$ cat src/hdl/oamcs_pkg.sv
// Constants of the OAM center-side control register pair.
// Assumes an 8-bit register space reached through the serial management port.
package oamcs_pkg;
  localparam logic [7:0] OAMCS_ADDR_OFS   = 8'h40;
  localparam logic [7:0] OAMCS_STAT_OFS   = 8'h41;
  localparam logic [7:0] OAMCS_ADDR_RST   = 8'h01;
  localparam logic [7:0] OAMCS_STAT_RST   = 8'h00;
  localparam int         OAMCS_CNT_MSB    = 7;
  localparam int         OAMCS_CNT_LSB    = 5;
  localparam int         OAMCS_BASE_MSB   = 4;
  localparam int         OAMCS_BASE_LSB   = 0;
  localparam logic [2:0] OAMCS_CNT_MAX    = 3'h4;
  localparam logic [4:0] OAMCS_BASE_MIN   = 5'h01;
  localparam logic [4:0] OAMCS_BASE_MAX   = 5'h1D;
  localparam int         OAMCS_BUSY_BIT   = 7;
  localparam int         OAMCS_VEND_BIT   = 6;
  localparam int         OAMCS_OPTB_BIT   = 2;
  localparam int         OAMCS_OPTA_BIT   = 1;
  localparam int         OAMCS_REQ_BIT    = 0;
  localparam logic [7:0] OAMCS_STAT_WMASK = 8'h46;
  localparam logic [1:0] OAMCS_ROLE_CENTER = 2'h1;
  typedef enum logic [1:0] {
    OAMCS_FR_CENTER   = 2'h0,
    OAMCS_FR_TERMINAL = 2'h1,
    OAMCS_FR_LOOPSTOP = 2'h2,
    OAMCS_FR_OTHER    = 2'h3
  } oamcs_frame_e;
  typedef enum logic [1:0] {
    OAMCS_ST_IDLE = 2'h0,
    OAMCS_ST_SEND = 2'h1,
    OAMCS_ST_GAP  = 2'h3
  } oamcs_state_e;
endpackage : oamcs_pkg

$ cat src/hdl/oamcs_rep_if.sv
// Link between the register bank and its frame repeat engine.
// Assumes both ends share one clock.
`timescale 1ns/1ps
`default_nettype none
interface oamcs_rep_if;
  import oamcs_pkg::*;
  logic         start;
  oamcs_frame_e kind;
  logic [2:0]   count_code;
  logic         tx_ready;
  logic         busy;
  logic         send;
  oamcs_frame_e send_kind;
  modport ctl (output start, kind, count_code, tx_ready, input busy, send, send_kind);
  modport rep (input start, kind, count_code, tx_ready, output busy, send, send_kind);
endinterface : oamcs_rep_if
`default_nettype wire

$ cat src/hdl/oamcs_repeat.sv
// Frame repeat engine: emits one send strobe per frame copy.
// Assumes the transmitter raises tx_ready when it can take a frame.
`timescale 1ns/1ps
`default_nettype none
module oamcs_repeat (
  input  wire logic   clk_i,
  input  wire logic   rst_i,
  oamcs_rep_if.rep    rif
);
  import oamcs_pkg::*;

  oamcs_state_e state;
  oamcs_state_e next_state;
  logic [2:0]   left;
  logic [2:0]   next_left;
  logic         repeatable;
  logic         fire;

  assign repeatable = (rif.kind != OAMCS_FR_OTHER);
  assign fire       = (state == OAMCS_ST_SEND) && rif.tx_ready;
  assign rif.busy   = (state != OAMCS_ST_IDLE);

  always_comb begin
    next_state = state;
    next_left  = left;
    case (state)
      OAMCS_ST_IDLE: begin
        if (rif.start) begin
          next_state = OAMCS_ST_SEND;
          next_left  = repeatable ? rif.count_code : 3'h0;
        end
      end
      OAMCS_ST_SEND: begin
        if (fire) begin
          next_state = (left == 3'h0) ? OAMCS_ST_IDLE : OAMCS_ST_GAP;
          next_left  = (left == 3'h0) ? 3'h0 : left - 3'h1;
        end
      end
      OAMCS_ST_GAP: next_state = OAMCS_ST_SEND;
      default: next_state = OAMCS_ST_IDLE;
    endcase
  end

  always_ff @(posedge clk_i) begin
    if (rst_i) begin
      state         <= OAMCS_ST_IDLE;
      left          <= 3'h0;
      rif.send      <= 1'b0;
      rif.send_kind <= OAMCS_FR_OTHER;
    end else begin
      state    <= next_state;
      left     <= next_left;
      rif.send <= fire;
      if (rif.start && state == OAMCS_ST_IDLE) begin
        rif.send_kind <= rif.kind;
      end
    end
  end
endmodule : oamcs_repeat
`default_nettype wire

$ cat src/hdl/oamcs_regs.sv
// OAM center-side control registers: indication count, PHY base address,
// center-side status and options, plus the frame repeat control.
// Assumes a serial management front end that turns accesses into
// one-cycle read and write strobes, and status change pulses from the OAM core.
//
// What this block does
// - Send count-field-plus-one copies per status change
// - Repeat only center, terminal, loop-stop indications
// - Base field holds port 1 address, reset 1
// - Port 2 answers at port 1 address plus one
// - Center mode idle until a valid base address is written
// - Busy reads loopback or reply pending
// - Vendor bit low enables vendor code compare
// - Option b clears terminal flags six to ten
// - Option a suppresses center condition frame
// - Request flag set on watched register change
// - Status register acts only in center role
`timescale 1ns/1ps
`default_nettype none
module oamcs_regs (
  input  wire logic                   CLK_I,
  input  wire logic                   RST_I,
  input  wire logic [7:0]             REG_ADDR_I,
  input  wire logic                   REG_WR_I,
  input  wire logic                   REG_RD_I,
  input  wire logic [7:0]             REG_WDATA_I,
  output logic      [7:0]             REG_RDATA_O,
  output logic                        REG_RVALID_O,
  input  wire logic                   CONVERTER_ROLE_STRAP_HIGH_I,
  input  wire logic                   CONVERTER_ROLE_STRAP_LOW_I,
  input  wire logic                   LOOPBACK_ACTIVE_I,
  input  wire logic                   REPLY_PENDING_I,
  input  wire logic                   WATCHED_CHANGE_I,
  input  wire logic [4:0]             MGMT_PHY_ADDR_I,
  output logic                        MGMT_HIT_PORT1_O,
  output logic                        MGMT_HIT_PORT2_O,
  input  wire logic                   FRAME_REQ_I,
  input  wire oamcs_pkg::oamcs_frame_e FRAME_KIND_I,
  input  wire logic                   TX_READY_I,
  output logic                        TX_SEND_O,
  output oamcs_pkg::oamcs_frame_e     TX_KIND_O,
  output logic                        FRAME_BUSY_O,
  output logic                        PORT1_ENABLE_O,
  output logic                        CENTER_RUN_O,
  output logic      [4:0]             PHY1_ADDR_O,
  output logic      [4:0]             PHY2_ADDR_O,
  output logic                        VENDOR_COMPARE_O,
  output logic                        CLEAR_TERMINAL_FLAGS_O
);
  import oamcs_pkg::*;

  oamcs_rep_if rif ();

  logic [7:0] addr_reg;
  logic [7:0] stat_opt;
  logic       request;
  logic       busy;
  logic       strap_done;
  logic       center_role;
  logic       started;
  logic       pend;

  logic       wr_addr;
  logic       wr_stat;
  logic       rd_addr;
  logic       rd_stat;
  logic [2:0] wr_cnt;
  logic [4:0] wr_base;
  logic       cnt_ok;
  logic       base_ok;
  logic [2:0] next_cnt;
  logic [4:0] next_base;
  logic [4:0] port2_addr;
  logic       next_request;
  logic [7:0] stat_view;
  logic [7:0] rd_mux;
  logic       role_center_now;
  logic       frame_allowed;
  logic [4:0] base_now;
  logic       next_started;
  logic       next_busy;
  logic       next_port1_en;
  logic       next_center_run;
  logic       next_hit_port1;
  logic       next_hit_port2;
  logic       next_vendor_cmp;
  logic       next_clear_term;
  logic       next_frame_busy;

  assign wr_addr = REG_WR_I && (REG_ADDR_I == OAMCS_ADDR_OFS);
  assign wr_stat = REG_WR_I && (REG_ADDR_I == OAMCS_STAT_OFS) && center_role;
  assign rd_addr = REG_RD_I && (REG_ADDR_I == OAMCS_ADDR_OFS);
  assign rd_stat = REG_RD_I && (REG_ADDR_I == OAMCS_STAT_OFS);

  assign wr_cnt  = REG_WDATA_I[OAMCS_CNT_MSB:OAMCS_CNT_LSB];
  assign wr_base = REG_WDATA_I[OAMCS_BASE_MSB:OAMCS_BASE_LSB];
  // Invalid codes keep the previous field so the engine never sees them
  assign cnt_ok  = (wr_cnt <= OAMCS_CNT_MAX);
  assign base_ok = (wr_base >= OAMCS_BASE_MIN) && (wr_base <= OAMCS_BASE_MAX);
  assign next_cnt  = (wr_addr && cnt_ok) ? wr_cnt : addr_reg[OAMCS_CNT_MSB:OAMCS_CNT_LSB];
  assign next_base = (wr_addr && base_ok) ? wr_base : addr_reg[OAMCS_BASE_MSB:OAMCS_BASE_LSB];
  assign port2_addr = addr_reg[OAMCS_BASE_MSB:OAMCS_BASE_LSB] + 5'h01;

  assign role_center_now = ({CONVERTER_ROLE_STRAP_HIGH_I, CONVERTER_ROLE_STRAP_LOW_I}
                            == OAMCS_ROLE_CENTER);

  // Set wins over the read clear; the flag was already latched into read data
  assign next_request = (WATCHED_CHANGE_I && center_role)
                        || (request && !rd_stat);

  // Reserved bits 5-3 always read zero; the controller must leave them alone
  assign stat_view = center_role ?
                     {busy, stat_opt[OAMCS_VEND_BIT], 3'h0, stat_opt[OAMCS_OPTB_BIT],
                      stat_opt[OAMCS_OPTA_BIT], request} : 8'h00;
  assign rd_mux = rd_addr ? addr_reg : (rd_stat ? stat_view : 8'h00);

  // Center role waits for an address write with a valid base; other roles run at once
  assign frame_allowed = (!center_role || started) && strap_done
                         && !(FRAME_KIND_I == OAMCS_FR_CENTER
                              && stat_opt[OAMCS_OPTA_BIT] && center_role);

  assign base_now        = addr_reg[OAMCS_BASE_MSB:OAMCS_BASE_LSB];
  assign next_started    = started || (wr_addr && base_ok && center_role);
  assign next_busy       = LOOPBACK_ACTIVE_I || REPLY_PENDING_I;
  assign next_port1_en   = strap_done && (!center_role || started);
  assign next_center_run = center_role && started;
  assign next_hit_port1  = (MGMT_PHY_ADDR_I == base_now);
  assign next_hit_port2  = (MGMT_PHY_ADDR_I == port2_addr);
  assign next_vendor_cmp = center_role && !stat_opt[OAMCS_VEND_BIT];
  assign next_clear_term = center_role && stat_opt[OAMCS_OPTB_BIT];
  // Drops for at least one cycle between bursts, so each burst is seen alone
  assign next_frame_busy = rif.busy || pend;

  // Requests arriving while the engine repeats are dropped, not queued
  assign rif.start      = FRAME_REQ_I && frame_allowed && !rif.busy;
  assign rif.kind       = FRAME_KIND_I;
  assign rif.count_code = addr_reg[OAMCS_CNT_MSB:OAMCS_CNT_LSB];
  assign rif.tx_ready   = TX_READY_I;
  assign TX_SEND_O      = rif.send;
  assign TX_KIND_O      = rif.send_kind;

  oamcs_repeat u_repeat (
    .clk_i (CLK_I),
    .rst_i (RST_I),
    .rif   (rif)
  );

  // Role strap is caught on the first clock after reset release
  always_ff @(posedge CLK_I) begin
    if (RST_I) begin
      strap_done  <= 1'b0;
      center_role <= 1'b0;
    end else if (!strap_done) begin
      strap_done  <= 1'b1;
      center_role <= role_center_now;
    end
  end

  always_ff @(posedge CLK_I) begin
    if (RST_I) begin
      addr_reg <= OAMCS_ADDR_RST;
    end else begin
      addr_reg <= {next_cnt, next_base};
    end
  end

  // Once started the center role stays up until reset, so port 1 never drops
  always_ff @(posedge CLK_I) begin
    if (RST_I) begin
      started <= 1'b0;
    end else begin
      started <= next_started;
    end
  end

  always_ff @(posedge CLK_I) begin
    if (RST_I) begin
      stat_opt <= OAMCS_STAT_RST;
    end else if (wr_stat) begin
      stat_opt <= REG_WDATA_I & OAMCS_STAT_WMASK;
    end
  end

  always_ff @(posedge CLK_I) begin
    if (RST_I) begin
      request <= 1'b0;
    end else begin
      request <= next_request;
    end
  end

  always_ff @(posedge CLK_I) begin
    if (RST_I) begin
      busy <= 1'b0;
    end else begin
      busy <= next_busy;
    end
  end

  always_ff @(posedge CLK_I) begin
    if (RST_I) begin
      REG_RVALID_O <= 1'b0;
    end else begin
      REG_RVALID_O <= REG_RD_I;
    end
  end

  // Read data holds between reads so a slow front end may pick it up late
  always_ff @(posedge CLK_I) begin
    if (RST_I) begin
      REG_RDATA_O <= 8'h00;
    end else if (REG_RD_I) begin
      REG_RDATA_O <= rd_mux;
    end
  end

  always_ff @(posedge CLK_I) begin
    if (RST_I) begin
      PORT1_ENABLE_O <= 1'b0;
    end else begin
      PORT1_ENABLE_O <= next_port1_en;
    end
  end

  always_ff @(posedge CLK_I) begin
    if (RST_I) begin
      CENTER_RUN_O <= 1'b0;
    end else begin
      CENTER_RUN_O <= next_center_run;
    end
  end

  always_ff @(posedge CLK_I) begin
    if (RST_I) begin
      PHY1_ADDR_O <= OAMCS_ADDR_RST[OAMCS_BASE_MSB:OAMCS_BASE_LSB];
    end else begin
      PHY1_ADDR_O <= base_now;
    end
  end

  always_ff @(posedge CLK_I) begin
    if (RST_I) begin
      PHY2_ADDR_O <= 5'h00;
    end else begin
      PHY2_ADDR_O <= port2_addr;
    end
  end

  always_ff @(posedge CLK_I) begin
    if (RST_I) begin
      MGMT_HIT_PORT1_O <= 1'b0;
    end else begin
      MGMT_HIT_PORT1_O <= next_hit_port1;
    end
  end

  always_ff @(posedge CLK_I) begin
    if (RST_I) begin
      MGMT_HIT_PORT2_O <= 1'b0;
    end else begin
      MGMT_HIT_PORT2_O <= next_hit_port2;
    end
  end

  always_ff @(posedge CLK_I) begin
    if (RST_I) begin
      VENDOR_COMPARE_O <= 1'b0;
    end else begin
      VENDOR_COMPARE_O <= next_vendor_cmp;
    end
  end

  always_ff @(posedge CLK_I) begin
    if (RST_I) begin
      CLEAR_TERMINAL_FLAGS_O <= 1'b0;
    end else begin
      CLEAR_TERMINAL_FLAGS_O <= next_clear_term;
    end
  end

  always_ff @(posedge CLK_I) begin
    if (RST_I) begin
      pend <= 1'b0;
    end else begin
      pend <= rif.start;
    end
  end

  always_ff @(posedge CLK_I) begin
    if (RST_I) begin
      FRAME_BUSY_O <= 1'b0;
    end else begin
      FRAME_BUSY_O <= next_frame_busy;
    end
  end
endmodule : oamcs_regs
`default_nettype wire

$ cat config.mk
export PLATFORM = sky130hd
export DESIGN_NAME = oamcs_regs
export DESIGN_NICKNAME = d
export VERILOG_FILES = /design/src/hdl/oamcs_pkg.sv /design/src/hdl/oamcs_rep_if.sv /design/src/hdl/oamcs_repeat.sv /design/src/hdl/oamcs_regs.sv
export SDC_FILE = /design/constraint.sdc
export NUM_CORES = 1
export LEC_CHECK = 0
export ABC_AREA = 0
export BUFFER_PORTS_ARGS = -buffer_cell sky130_fd_sc_hd__buf_2
export CAP_MARGIN = 20
export CORE_ASPECT_RATIO = 1.75
export CORE_MARGIN = 3
export CORE_UTILIZATION = 55
export DETAILED_ROUTE_END_ITERATION = 6
export PLACE_DENSITY = 0.83
export SLEW_MARGIN = 20
export SYNTH_ARGS = -nofsm -noshare
export SYNTH_HDL_FRONTEND = slang
export SYNTH_SLANG_ARGS = --single-unit
$ cat constraint.sdc
create_clock -name CLK_I -period 2.8 [get_ports CLK_I]
set_clock_uncertainty 0.15 [all_clocks]
set_input_delay 0.14 -clock CLK_I [delete_from_list [all_inputs] [get_ports CLK_I]]
set_output_delay 0.14 -clock CLK_I [all_outputs]
set_load 0.01 [all_outputs]
==> flow_summary.json, run 1 <==
{
  "min_period_ns": 1.83,
  "cts_tree": "done",
  "wl_per_cell_um": 13.7,
  "track_usage": 0.217,
  "pwr-share-seq": 0.485,
  "setup_tns_ns": 0,
  "grt_pass1_vias": 1961,
  "place_area_um2": 2580,
  "synth_area_leaders": "dfxtp_1, a21oi_1, ha_1",
  "cts_buffers": 5,
  "seq_area_um2": 1020,
  "worst_pin_slew_ns": 0.748,
  "ys_seq_area_frac": 0.449,
  "swShare": 0.265,
  "p_switching_uw": 429,
  "hold_path.class": "primary input to flop",
  "overflow": 0,
  "nets": 351,
  "vias_per_cell": 5.55,
  "synth_area_um2": 2270,
  "grt_setup_unrepaired": "no",
  "syn_area_per_cell_um2": 9.28,
  "initial_core_util": 0.577,
  "antenna_found_initial": 0,
  "async_reset_ff_frac": 0,
  "critPathLaunchType": "flop",
  "rr_endpoint": "u_repeat.left[0]",
  "final_cell_area_um2": 2800,
  "min_to": "center_role",
  "routed_wl_mm": 4.92,
  "hp-start": "CONVERTER_ROLE_STRAP_HIGH_I",
  "max-cap-violations": 0,
  "cts_sinks": 51,
  "ant_nets": 0,
  "crit_path_end_kind": "flop",
  "cts_resized": 0,
  "critPathArrivalTime_ns": 1.88,
  "synth_flop_cell": "dfxtp_1",
  "crit_fanout": 14,
  "drt_pass1_iterations": 4,
  "synth_cells": 245,
  "p_int_uw": 1190,
  "area_growth_pct": 23.3,
  "grt_pass1_wl_mm": 8.22,
  "synth_top_area_cell": "dfxtp_1",
  "setup.worst_path.class": "flop to flop",
  "drt_iter0_drc": 53,
  "die_w_um": 54.6,
  "ys_top_cells_by_count": "dfxtp_1, a21oi_1, nor2_1",
  "r2r-start": "center_role",
  "yosysMostFrequentCell": "dfxtp_1",
  "setup_viol": 0,
  "cts_max_level": 2,
  "vias": 1998,
  "synth_seq_cells": 51,
  "slew_viol_final": 0,
  "clk_path_buf_depth": 2,
  "drcViolationCount": 0,
  "hold_viol": 0,
  "dieArea_um2": 4970,
  "ys_types": 48,
  "worstPathRequired_ns": 2.85,
  "clk-insertion-delay-late_ns": 0.30,
  "coreArea_um2": 3940,
  "place_congestion": 0.818,
  "synth_warnings": 0,
  "grt_max_degree": 43,
  "die_h_um": 91.1,
  "clk_pin_slew_ns": 0.09,
  "synth_top_area_frac": 0.449,
  "row_count": 30,
  "port_buffers": 62,
  "vdd_ir_drop_max_v": 0.000464,
  "p_leak_uw": 0.00121,
  "reg2reg_depth": 4,
  "hold_depth": 4,
  "p_per_area_nw_per_um2": 577,
  "drive_above_1_share": 0.263,
  "synth_edf_count": 0,
  "multi_input_area_um2": 1140,
  "max_slew_margin": 0.502,
  "p_comb_frac": 0.191,
  "status": "finished clean",
  "fill_cells": 325,
  "syn-num-nets": 285,
  "ioPinCount": 63,
  "p_clk_frac": 0.324,
  "fin_crit_sh": 0.653,
  "diodes": 0,
  "hpwl_mm": 3.56,
  "reg2reg_setup_slack_ns": 0.97,
  "fmax_mhz": 547,
  "cts_root_buffer": "clkbuf_8"
}
-- per-stage QoR --
step           hold WS (ns)  std cells  setup slack, ns  utilization  power [uW]
2_1_floorplan        0.0683        245             1.23            -        1010
3_3_place_gp          0.200        342             1.04        0.656        1090
3_5_place_dp          0.213        342            0.986        0.656        1100
4_1_cts             0.00756        360            0.969        0.711        1620
5_1_grt              0.0278        360            0.879        0.711        1690
6_report            0.00906        360            0.971        0.711        1620
-- how the worst max path moves through the flow --
stage | from | end
6_report | center_role | u_repeat.left[0]
5_1_grt | center_role | u_repeat.left[0]
4_1_cts | center_role | u_repeat.left[0]
3_5_place_dp | center_role | u_repeat.left[0]
3_3_place_gp | center_role | u_repeat.left[0]
2_1_floorplan | u_repeat.state[1] | u_repeat.left[2]
-- critical path: stages, from the launching register on --
cell,delay [ns]
dfxtp_1,0.45
nor2b_1,0.25
o31ai_4,0.39
nand2_2,0.13
o311a_1,0.36
-- power groups by stage --
stage          clock network [uW]  logic, uW  registers, uW
5_1_grt                       554        346            787
4_1_cts                       527        310            783
3_5_place_dp                    0        299            800
6_report                      523        309            784
3_3_place_gp                    0        293            798
2_1_floorplan                   0        212            800
-- kinds of logic after synthesis --
group,share of synthesized area
adders and majority gates,0.0330
AOI/OAI and AO/OA,0.137
xor gates and xnor gates,0.0457
DFF,0.449
and+or+nand+nor,0.257
muxes,0.0308
buffers and inverters,0.0473
-- metal layers --
layer | part of all wire | routed length, um | vias up | global-route usage
li1 | - | - | 990 | -
met1 | 0.36 | 1770 | 942 | 0.222
met2 | 0.57 | 2780 | 52 | 0.382
met3 | 0.047 | 229 | 14 | 0.0476
met4 | 0.027 | 131 | 0 | 0.106
met5 | 0 | 0 | - | 0
-- cells in the final DEF (no fill, tap or decap), drive strengths merged, types with 10 or more instances in the layout --
master       netlist  routed
dfxtp             51      51
nand2             14      14
dlygate4sd3        0      10
buf                5      62
nor2              17      17
a21oi             18      18
inv               13      13
nand2b            10      10
nor3              11      11
nand3             15      15
-- final cells by class --
type                    count  share of cell area
well taps                  48              0.0214
multi-input cells         168               0.408
flip-flops and latches     51               0.364
inverters                  13              0.0174
clock inverters             2              0.0125
clock buffers               6              0.0295
repair buffers             72               0.146
-- repair_timing --
action,4_1_cts,5_1_grt
endpoints found under the hold margin,9,0
hold buffers,10,0
buffers inserted,0,0
Power figures use the tool's default switching activity.
==> inputs of run 2 (changes only) <==
--- a/config.mk
+++ b/config.mk
@@ -10,9 +10,9 @@
 export CAP_MARGIN = 20
 export CORE_ASPECT_RATIO = 1.75
 export CORE_MARGIN = 3
-export CORE_UTILIZATION = 55
+export CORE_UTILIZATION = 46
 export DETAILED_ROUTE_END_ITERATION = 6
-export PLACE_DENSITY = 0.83
+export PLACE_DENSITY = 0.74
 export SLEW_MARGIN = 20
 export SYNTH_ARGS = -nofsm -noshare
 export SYNTH_HDL_FRONTEND = slang
==> constraint.sdc (replaced) <==
create_clock -name CLK_I -period 1.55 [get_ports CLK_I]
set_clock_uncertainty 0.15 [all_clocks]
set_input_delay 0.0775 -clock CLK_I [delete_from_list [all_inputs] [get_ports CLK_I]]
set_output_delay 0.0775 -clock CLK_I [all_outputs]
set_load 0.01 [all_outputs]
==> run 2 against run 1 <==
- flip-flop and latch count unchanged
- hold slack lost 0.0012 ns
- count of clock-buffer cells in the layout increased by 1
- wire length is 24% higher
- core utilization shrank 4.1 points
- worst setup slack got worse by 0.94 ns
- register-to-register slack got worse by 0.94 ns
- final cell count rose by 11%
- first-iteration DRC count increased by 15%
- largest power group unchanged
- highest routed layer unchanged
==> flow_summary.json, run 2 (synthesis results as in run 1) <==
{
  "track_usage": 0.214,
  "reg2reg_depth": 6,
  "worst_pin_slew_ns": 0.342,
  "r2r-start": "u_repeat.left[0]",
  "top_layer": "met4",
  "min_period_ns": 1.52,
  "hold_depth": 3,
  "fmax_mhz": 658,
  "grt_max_degree": 19,
  "cts_sinks": 51,
  "reg2reg_setup_slack_ns": 0.03,
  "max-cap-violations": 0,
  "cts_max_level": 2,
  "clk-insertion-delay-late_ns": 0.30,
  "diodes": 0,
  "vias": 2155,
  "layout_commonest_cell": "buf_2",
  "coreArea_um2": 4750,
  "fill_cells": 374,
  "mostFrequentLayoutCells": "buf_2, dfxtp_1, buf_4",
  "antenna_found_initial": 0,
  "drive_above_1_share": 0.355,
  "crit_fanout": 3,
  "clk_pin_slew_ns": 0.09,
  "rr_endpoint": "u_repeat.left[2]",
  "drcViolationCount": 0,
  "nets": 388,
  "routed_wl_mm": 6.11,
  "die_h_um": 99,
  "pre_cts_slack_ns": -0.162,
  "vdd_ir_drop_max_v": 0.000893,
  "timing.final.ws_setup_ns": 0.0300,
  "slew_viol_final": 0,
  "ant_nets": 0,
  "hold_path.class": "primary input to flop",
  "hp-start": "REG_RD_I",
  "fin_crit_sh": 0.981,
  "area_growth_pct": 40.0,
  "wl_per_cell_um": 15.2,
  "p_leak_uw": 0.00139,
  "p_per_area_nw_per_um2": 947,
  "min_to": "REG_RDATA_O[0]",
  "wl_met1_mm": 2.08,
  "dieArea_um2": 5850,
  "cts_buffers": 5,
  "setup_tns_ns": 0,
  "drt_pass1_iterations": 4,
  "cts_tree": "done",
  "cts_root_buffer": "clkbuf_8",
  "setup.worst_path.class": "flop to flop",
  "row_count": 33,
  "max_slew_margin": 0.772,
  "status": "finished clean",
  "worstPathRequired_ns": 1.60,
  "die_w_um": 59.1,
  "port_buffers": 62,
  "hpwl_mm": 4.39,
  "hold_viol": 0,
  "wl_met3_um": 215,
  "place_congestion": 0.837,
  "ioPinCount": 63,
  "clk_path_buf_depth": 2,
  "wl_met2_mm": 3.48,
  "grt_pass1_vias": 2140,
  "grt_pass1_wl_mm": 9.45,
  "critPathArrivalTime_ns": 1.57,
  "crit_path_end_kind": "flop",
  "setup_viol": 0,
  "drt_iter0_drc": 61,
  "critPathLaunchType": "flop",
  "grt_setup_unrepaired": "yes",
  "overflow": 0,
  "initial_core_util": 0.479,
  "vias_per_cell": 5.37
}
-- run 2: cell types whose count changed in the layout (fill, tap and decap cells not counted), sizes merged --
cell,change
bufinv,-1
dlygate4sd3,+11
buf,+26
clkbuf,+1
-- run 2: worst max-delay path by stage --
stage / from / to / cells after the start
floorplan: addr_reg[0] / MGMT_HIT_PORT2_O / 4
finish: u_repeat.left[0] / u_repeat.left[2] / 6
CTS: u_repeat.state[1] / u_repeat.rif.send_kind[1] / 6
global placement: center_role / u_repeat.state[0] / 5
detailed placement: center_role / u_repeat.state[0] / 5
global route: u_repeat.left[0] / u_repeat.left[2] / 6
-- run 2: power breakdown --
group	total, uW	switching [uW]	internal (uW)
clock	737	419	318
sequential	1420	48.9	1370
combinational	853	417	436
total	3010	885	2130
-- run 2: worst max-delay path: stages (launching register included) --
cell and delay [ns]:
dfxtp_1 0.35, nor2_4 0.16, inv_1 0.06, ha_1 0.19, a221oi_2 0.28, a31o_2 0.18
a21oi_1 0.04
-- run 2: metal layers --
| metal | track usage | vias up |
|---|---|---|
| li1 | - | 1061 |
| met1 | 0.196 | 1009 |
| met5 | 0 | - |
| met4 | 0.155 | 0 |
| met3 | 0.0354 | 24 |
| met2 | 0.399 | 61 |
-- run 2: per-stage QoR --
| step | instance area (um2) | cells | utilization | hold slack [ns] | total power [uW] |
|---|---|---|---|---|---|
| after floorplan | 2270 | 245 | - | 0.00576 | 1830 |
| after global placement | 2760 | 369 | 0.582 | 0.138 | 2090 |
| after detailed placement | 2760 | 369 | 0.582 | 0.139 | 2110 |
| after CTS | 3090 | 400 | 0.651 | 0.0105 | 2900 |
| after global routing | 3180 | 401 | 0.670 | 0.0401 | 3150 |
| final | 3180 | 401 | 0.670 | 0.00789 | 3010 |
-- run 2: layout make-up --
cell class / count / area (um2) / area share
clock inverters: 1 / 5.00 / 0.00157
well taps: 52 / 65.1 / 0.0204
repair buffers: 109 / 726 / 0.228
multi-input cells: 168 / 1230 / 0.386
inverters: 13 / 48.8 / 0.0153
clock buffers: 7 / 76.3 / 0.0240
flip-flops and latches: 51 / 1030 / 0.325
-- run 2: repair_timing --
| action | in CTS | in global routing |
|---|---|---|
| hold endpoints to repair | 21 | 0 |
| gates resized for setup | 8 | 20 |
| hold buffers | 21 | 0 |
| endpoints found under the setup margin | 7 | 11 |
| setup buffers | 2 | 2 |
| pin swaps | 5 | 4 |
==> inputs of run 3 (changes only) <==
--- a/config.mk
+++ b/config.mk
@@ -11,7 +11,9 @@
 export CORE_ASPECT_RATIO = 1.75
 export CORE_MARGIN = 3
 export CORE_UTILIZATION = 46
+export CTS_CLUSTER_SIZE = 40
 export DETAILED_ROUTE_END_ITERATION = 6
+export HOLD_SLACK_MARGIN = 0.15
 export PLACE_DENSITY = 0.74
 export SLEW_MARGIN = 20
 export SYNTH_ARGS = -nofsm -noshare
==> constraint.sdc (replaced) <==
create_clock -name CLK_I -period 1.55 [get_ports CLK_I]
set_clock_uncertainty 0.15 [all_clocks]
set_input_delay 0.2325 -clock CLK_I [delete_from_list [all_inputs] [get_ports CLK_I]]
set_output_delay 0.2325 -clock CLK_I [all_outputs]
set_load 0.01 [all_outputs]
==> run 3 against run 2 <==
- sequential power barely moved
- register-to-register slack got worse by 0.02 ns
- total power rose by 8.8%
- core utilization rose by 0.79 points
- design area rose by 1.2%
- wire length fell by 12%
- hold slack improved by 0.10 ns
- worst setup slack got worse by 0.021 ns
- maximum frequency fell by 1.4%
- sequential share of layout area fell by 0.46 points
- critical path type unchanged
- highest routed layer unchanged
==> flow_summary.json, run 3 (synthesis results as in run 1) <==
{
  "status": "finished clean",
  "critPathArrivalTime_ns": 1.58,
  "layout_commonest_cell": "buf_2",
  "p_comb_frac": 0.246,
  "dieArea_um2": 5850,
  "die_h_um": 99,
  "pre_cts_slack_ns": -0.112,
  "fin_util": 0.678,
  "crit_path_end_kind": "flop",
  "final_cell_area_um2": 3220,
  "antenna_found_initial": 0,
  "vias": 2072,
  "setup_viol": 0,
  "clk_path_buf_depth": 2,
  "setup_tns_ns": 0,
  "slew_viol_final": 0,
  "cts_root_buffer": "clkbuf_8",
  "critPathLaunchType": "flop",
  "ant_nets": 0,
  "min_period_ns": 1.54,
  "routed_wl_mm": 5.38,
  "cts_max_level": 2,
  "overflow": 0,
  "drt_iter0_drc": 42,
  "p_switching_uw": 835,
  "mostFrequentLayoutCells": "buf_2, dfxtp_1, buf_4",
  "drive_above_1_share": 0.363,
  "setup.worst_path.class": "flop to flop",
  "p_per_area_nw_per_um2": 1020,
  "fill_cells": 382,
  "clk-insertion-delay-late_ns": 0.30,
  "grt_max_degree": 26,
  "cts_buffers": 5,
  "initial_core_util": 0.479,
  "coreArea_um2": 4750,
  "power_uw": 3280,
  "drcViolationCount": 0,
  "p_clk_frac": 0.325,
  "drt_pass1_iterations": 4,
  "diodes": 0,
  "multi_input_area_um2": 1210,
  "area_growth_pct": 41.6,
  "ioPinCount": 63,
  "track_usage": 0.192,
  "worstPathRequired_ns": 1.59,
  "hold_path.class": "primary input to flop",
  "grt_pass1_wl_mm": 8.71,
  "max_slew_margin": 0.749,
  "vdd_ir_drop_max_v": 0.000853,
  "vias_per_cell": 5.15,
  "place_congestion": 0.885,
  "die_w_um": 59.1,
  "nets": 389,
  "port_buffers": 62,
  "fmax_mhz": 649,
  "crit_fanout": 4,
  "place_area_um2": 2810,
  "pwr-share-seq": 0.429,
  "fin_crit_sh": 0.994,
  "max-cap-violations": 0,
  "hpwl_mm": 4.01,
  "seq_area_um2": 1030,
  "p_int_uw": 2440,
  "row_count": 33,
  "clk_pin_slew_ns": 0.09,
  "worst_pin_slew_ns": 0.376,
  "grt_setup_unrepaired": "yes",
  "timing.final.ws_setup_ns": 0.00906,
  "hold_viol": 0,
  "swShare": 0.255,
  "grt_pass1_vias": 2023,
  "wl_per_cell_um": 13.4,
  "cts_tree": "done",
  "p_leak_uw": 0.00141,
  "cts_sinks": 51
}
[run 3: changes by cell type in the layout (fill, tap and decap cells not counted), sizes merged]
cell	change
buf	+4
bufinv	+2
clkbuf	-1
clkinv	-1
dlygate4sd3	-3
[run 3: timing repair]
item | in CTS | in global routing
pin swaps | 1 | 2
setup buffers | 0 | 2
hold buffers | 18 | 1
endpoints found under the hold margin | 18 | 2
endpoints found under the setup margin | 8 | 15
resized for setup | 11 | 11
[run 3: worst max-delay path: stages (launching register included)]
cell      delay, ns
dfxtp_2        0.35
and4bb_1       0.23
o31ai_4        0.24
nand2_2        0.11
o311a_1        0.35
[run 3: power groups by stage]
stage	combinational [uW]	clock, uW	sequential, uW
floorplan	385	0	1450
global placement	668	0	1430
detailed placement	690	0	1440
CTS	768	1080	1410
global route	874	1130	1410
finish	807	1060	1410
[run 3: metrics by stage]
stage,cells,hold slack [ns]
6_report,402,0.111
5_1_grt,402,0.142
4_1_cts,400,0.111
3_5_place_dp,374,0.284
2_1_floorplan,245,0.161
3_3_place_gp,374,0.277
[run 3: final timing paths]
path / startpoint / end / slack, ns / depth (start not counted)
setup / recovery: center_role / u_repeat.left[0] / 0.009 / 4
hold / removal: MGMT_PHY_ADDR_I[0] / MGMT_HIT_PORT1_O / 0.11 / 4
setup reg to reg: center_role / u_repeat.left[0] / 0.009 / 4
hold reg to reg: pend / FRAME_BUSY_O / 0.29 / 2
[run 3: layout make-up]
class | instances | area share
Clock inverter | 2 | 0.0187
Multi-Input combinational cell | 168 | 0.376
Tap cell | 52 | 0.0202
Clock buffer | 6 | 0.0225
Sequential cell | 51 | 0.320
Inverter | 13 | 0.0152
Timing Repair Buffer | 110 | 0.227
[run 3: layer usage]
metal | part of all wire | routed length, um | track usage
met1 | 0.36 | 1930 | 0.187
met2 | 0.58 | 3100 | 0.363
met3 | 0.033 | 176 | 0.0288
met4 | 0.031 | 166 | 0.105
met5 | 0 | 0 | 0
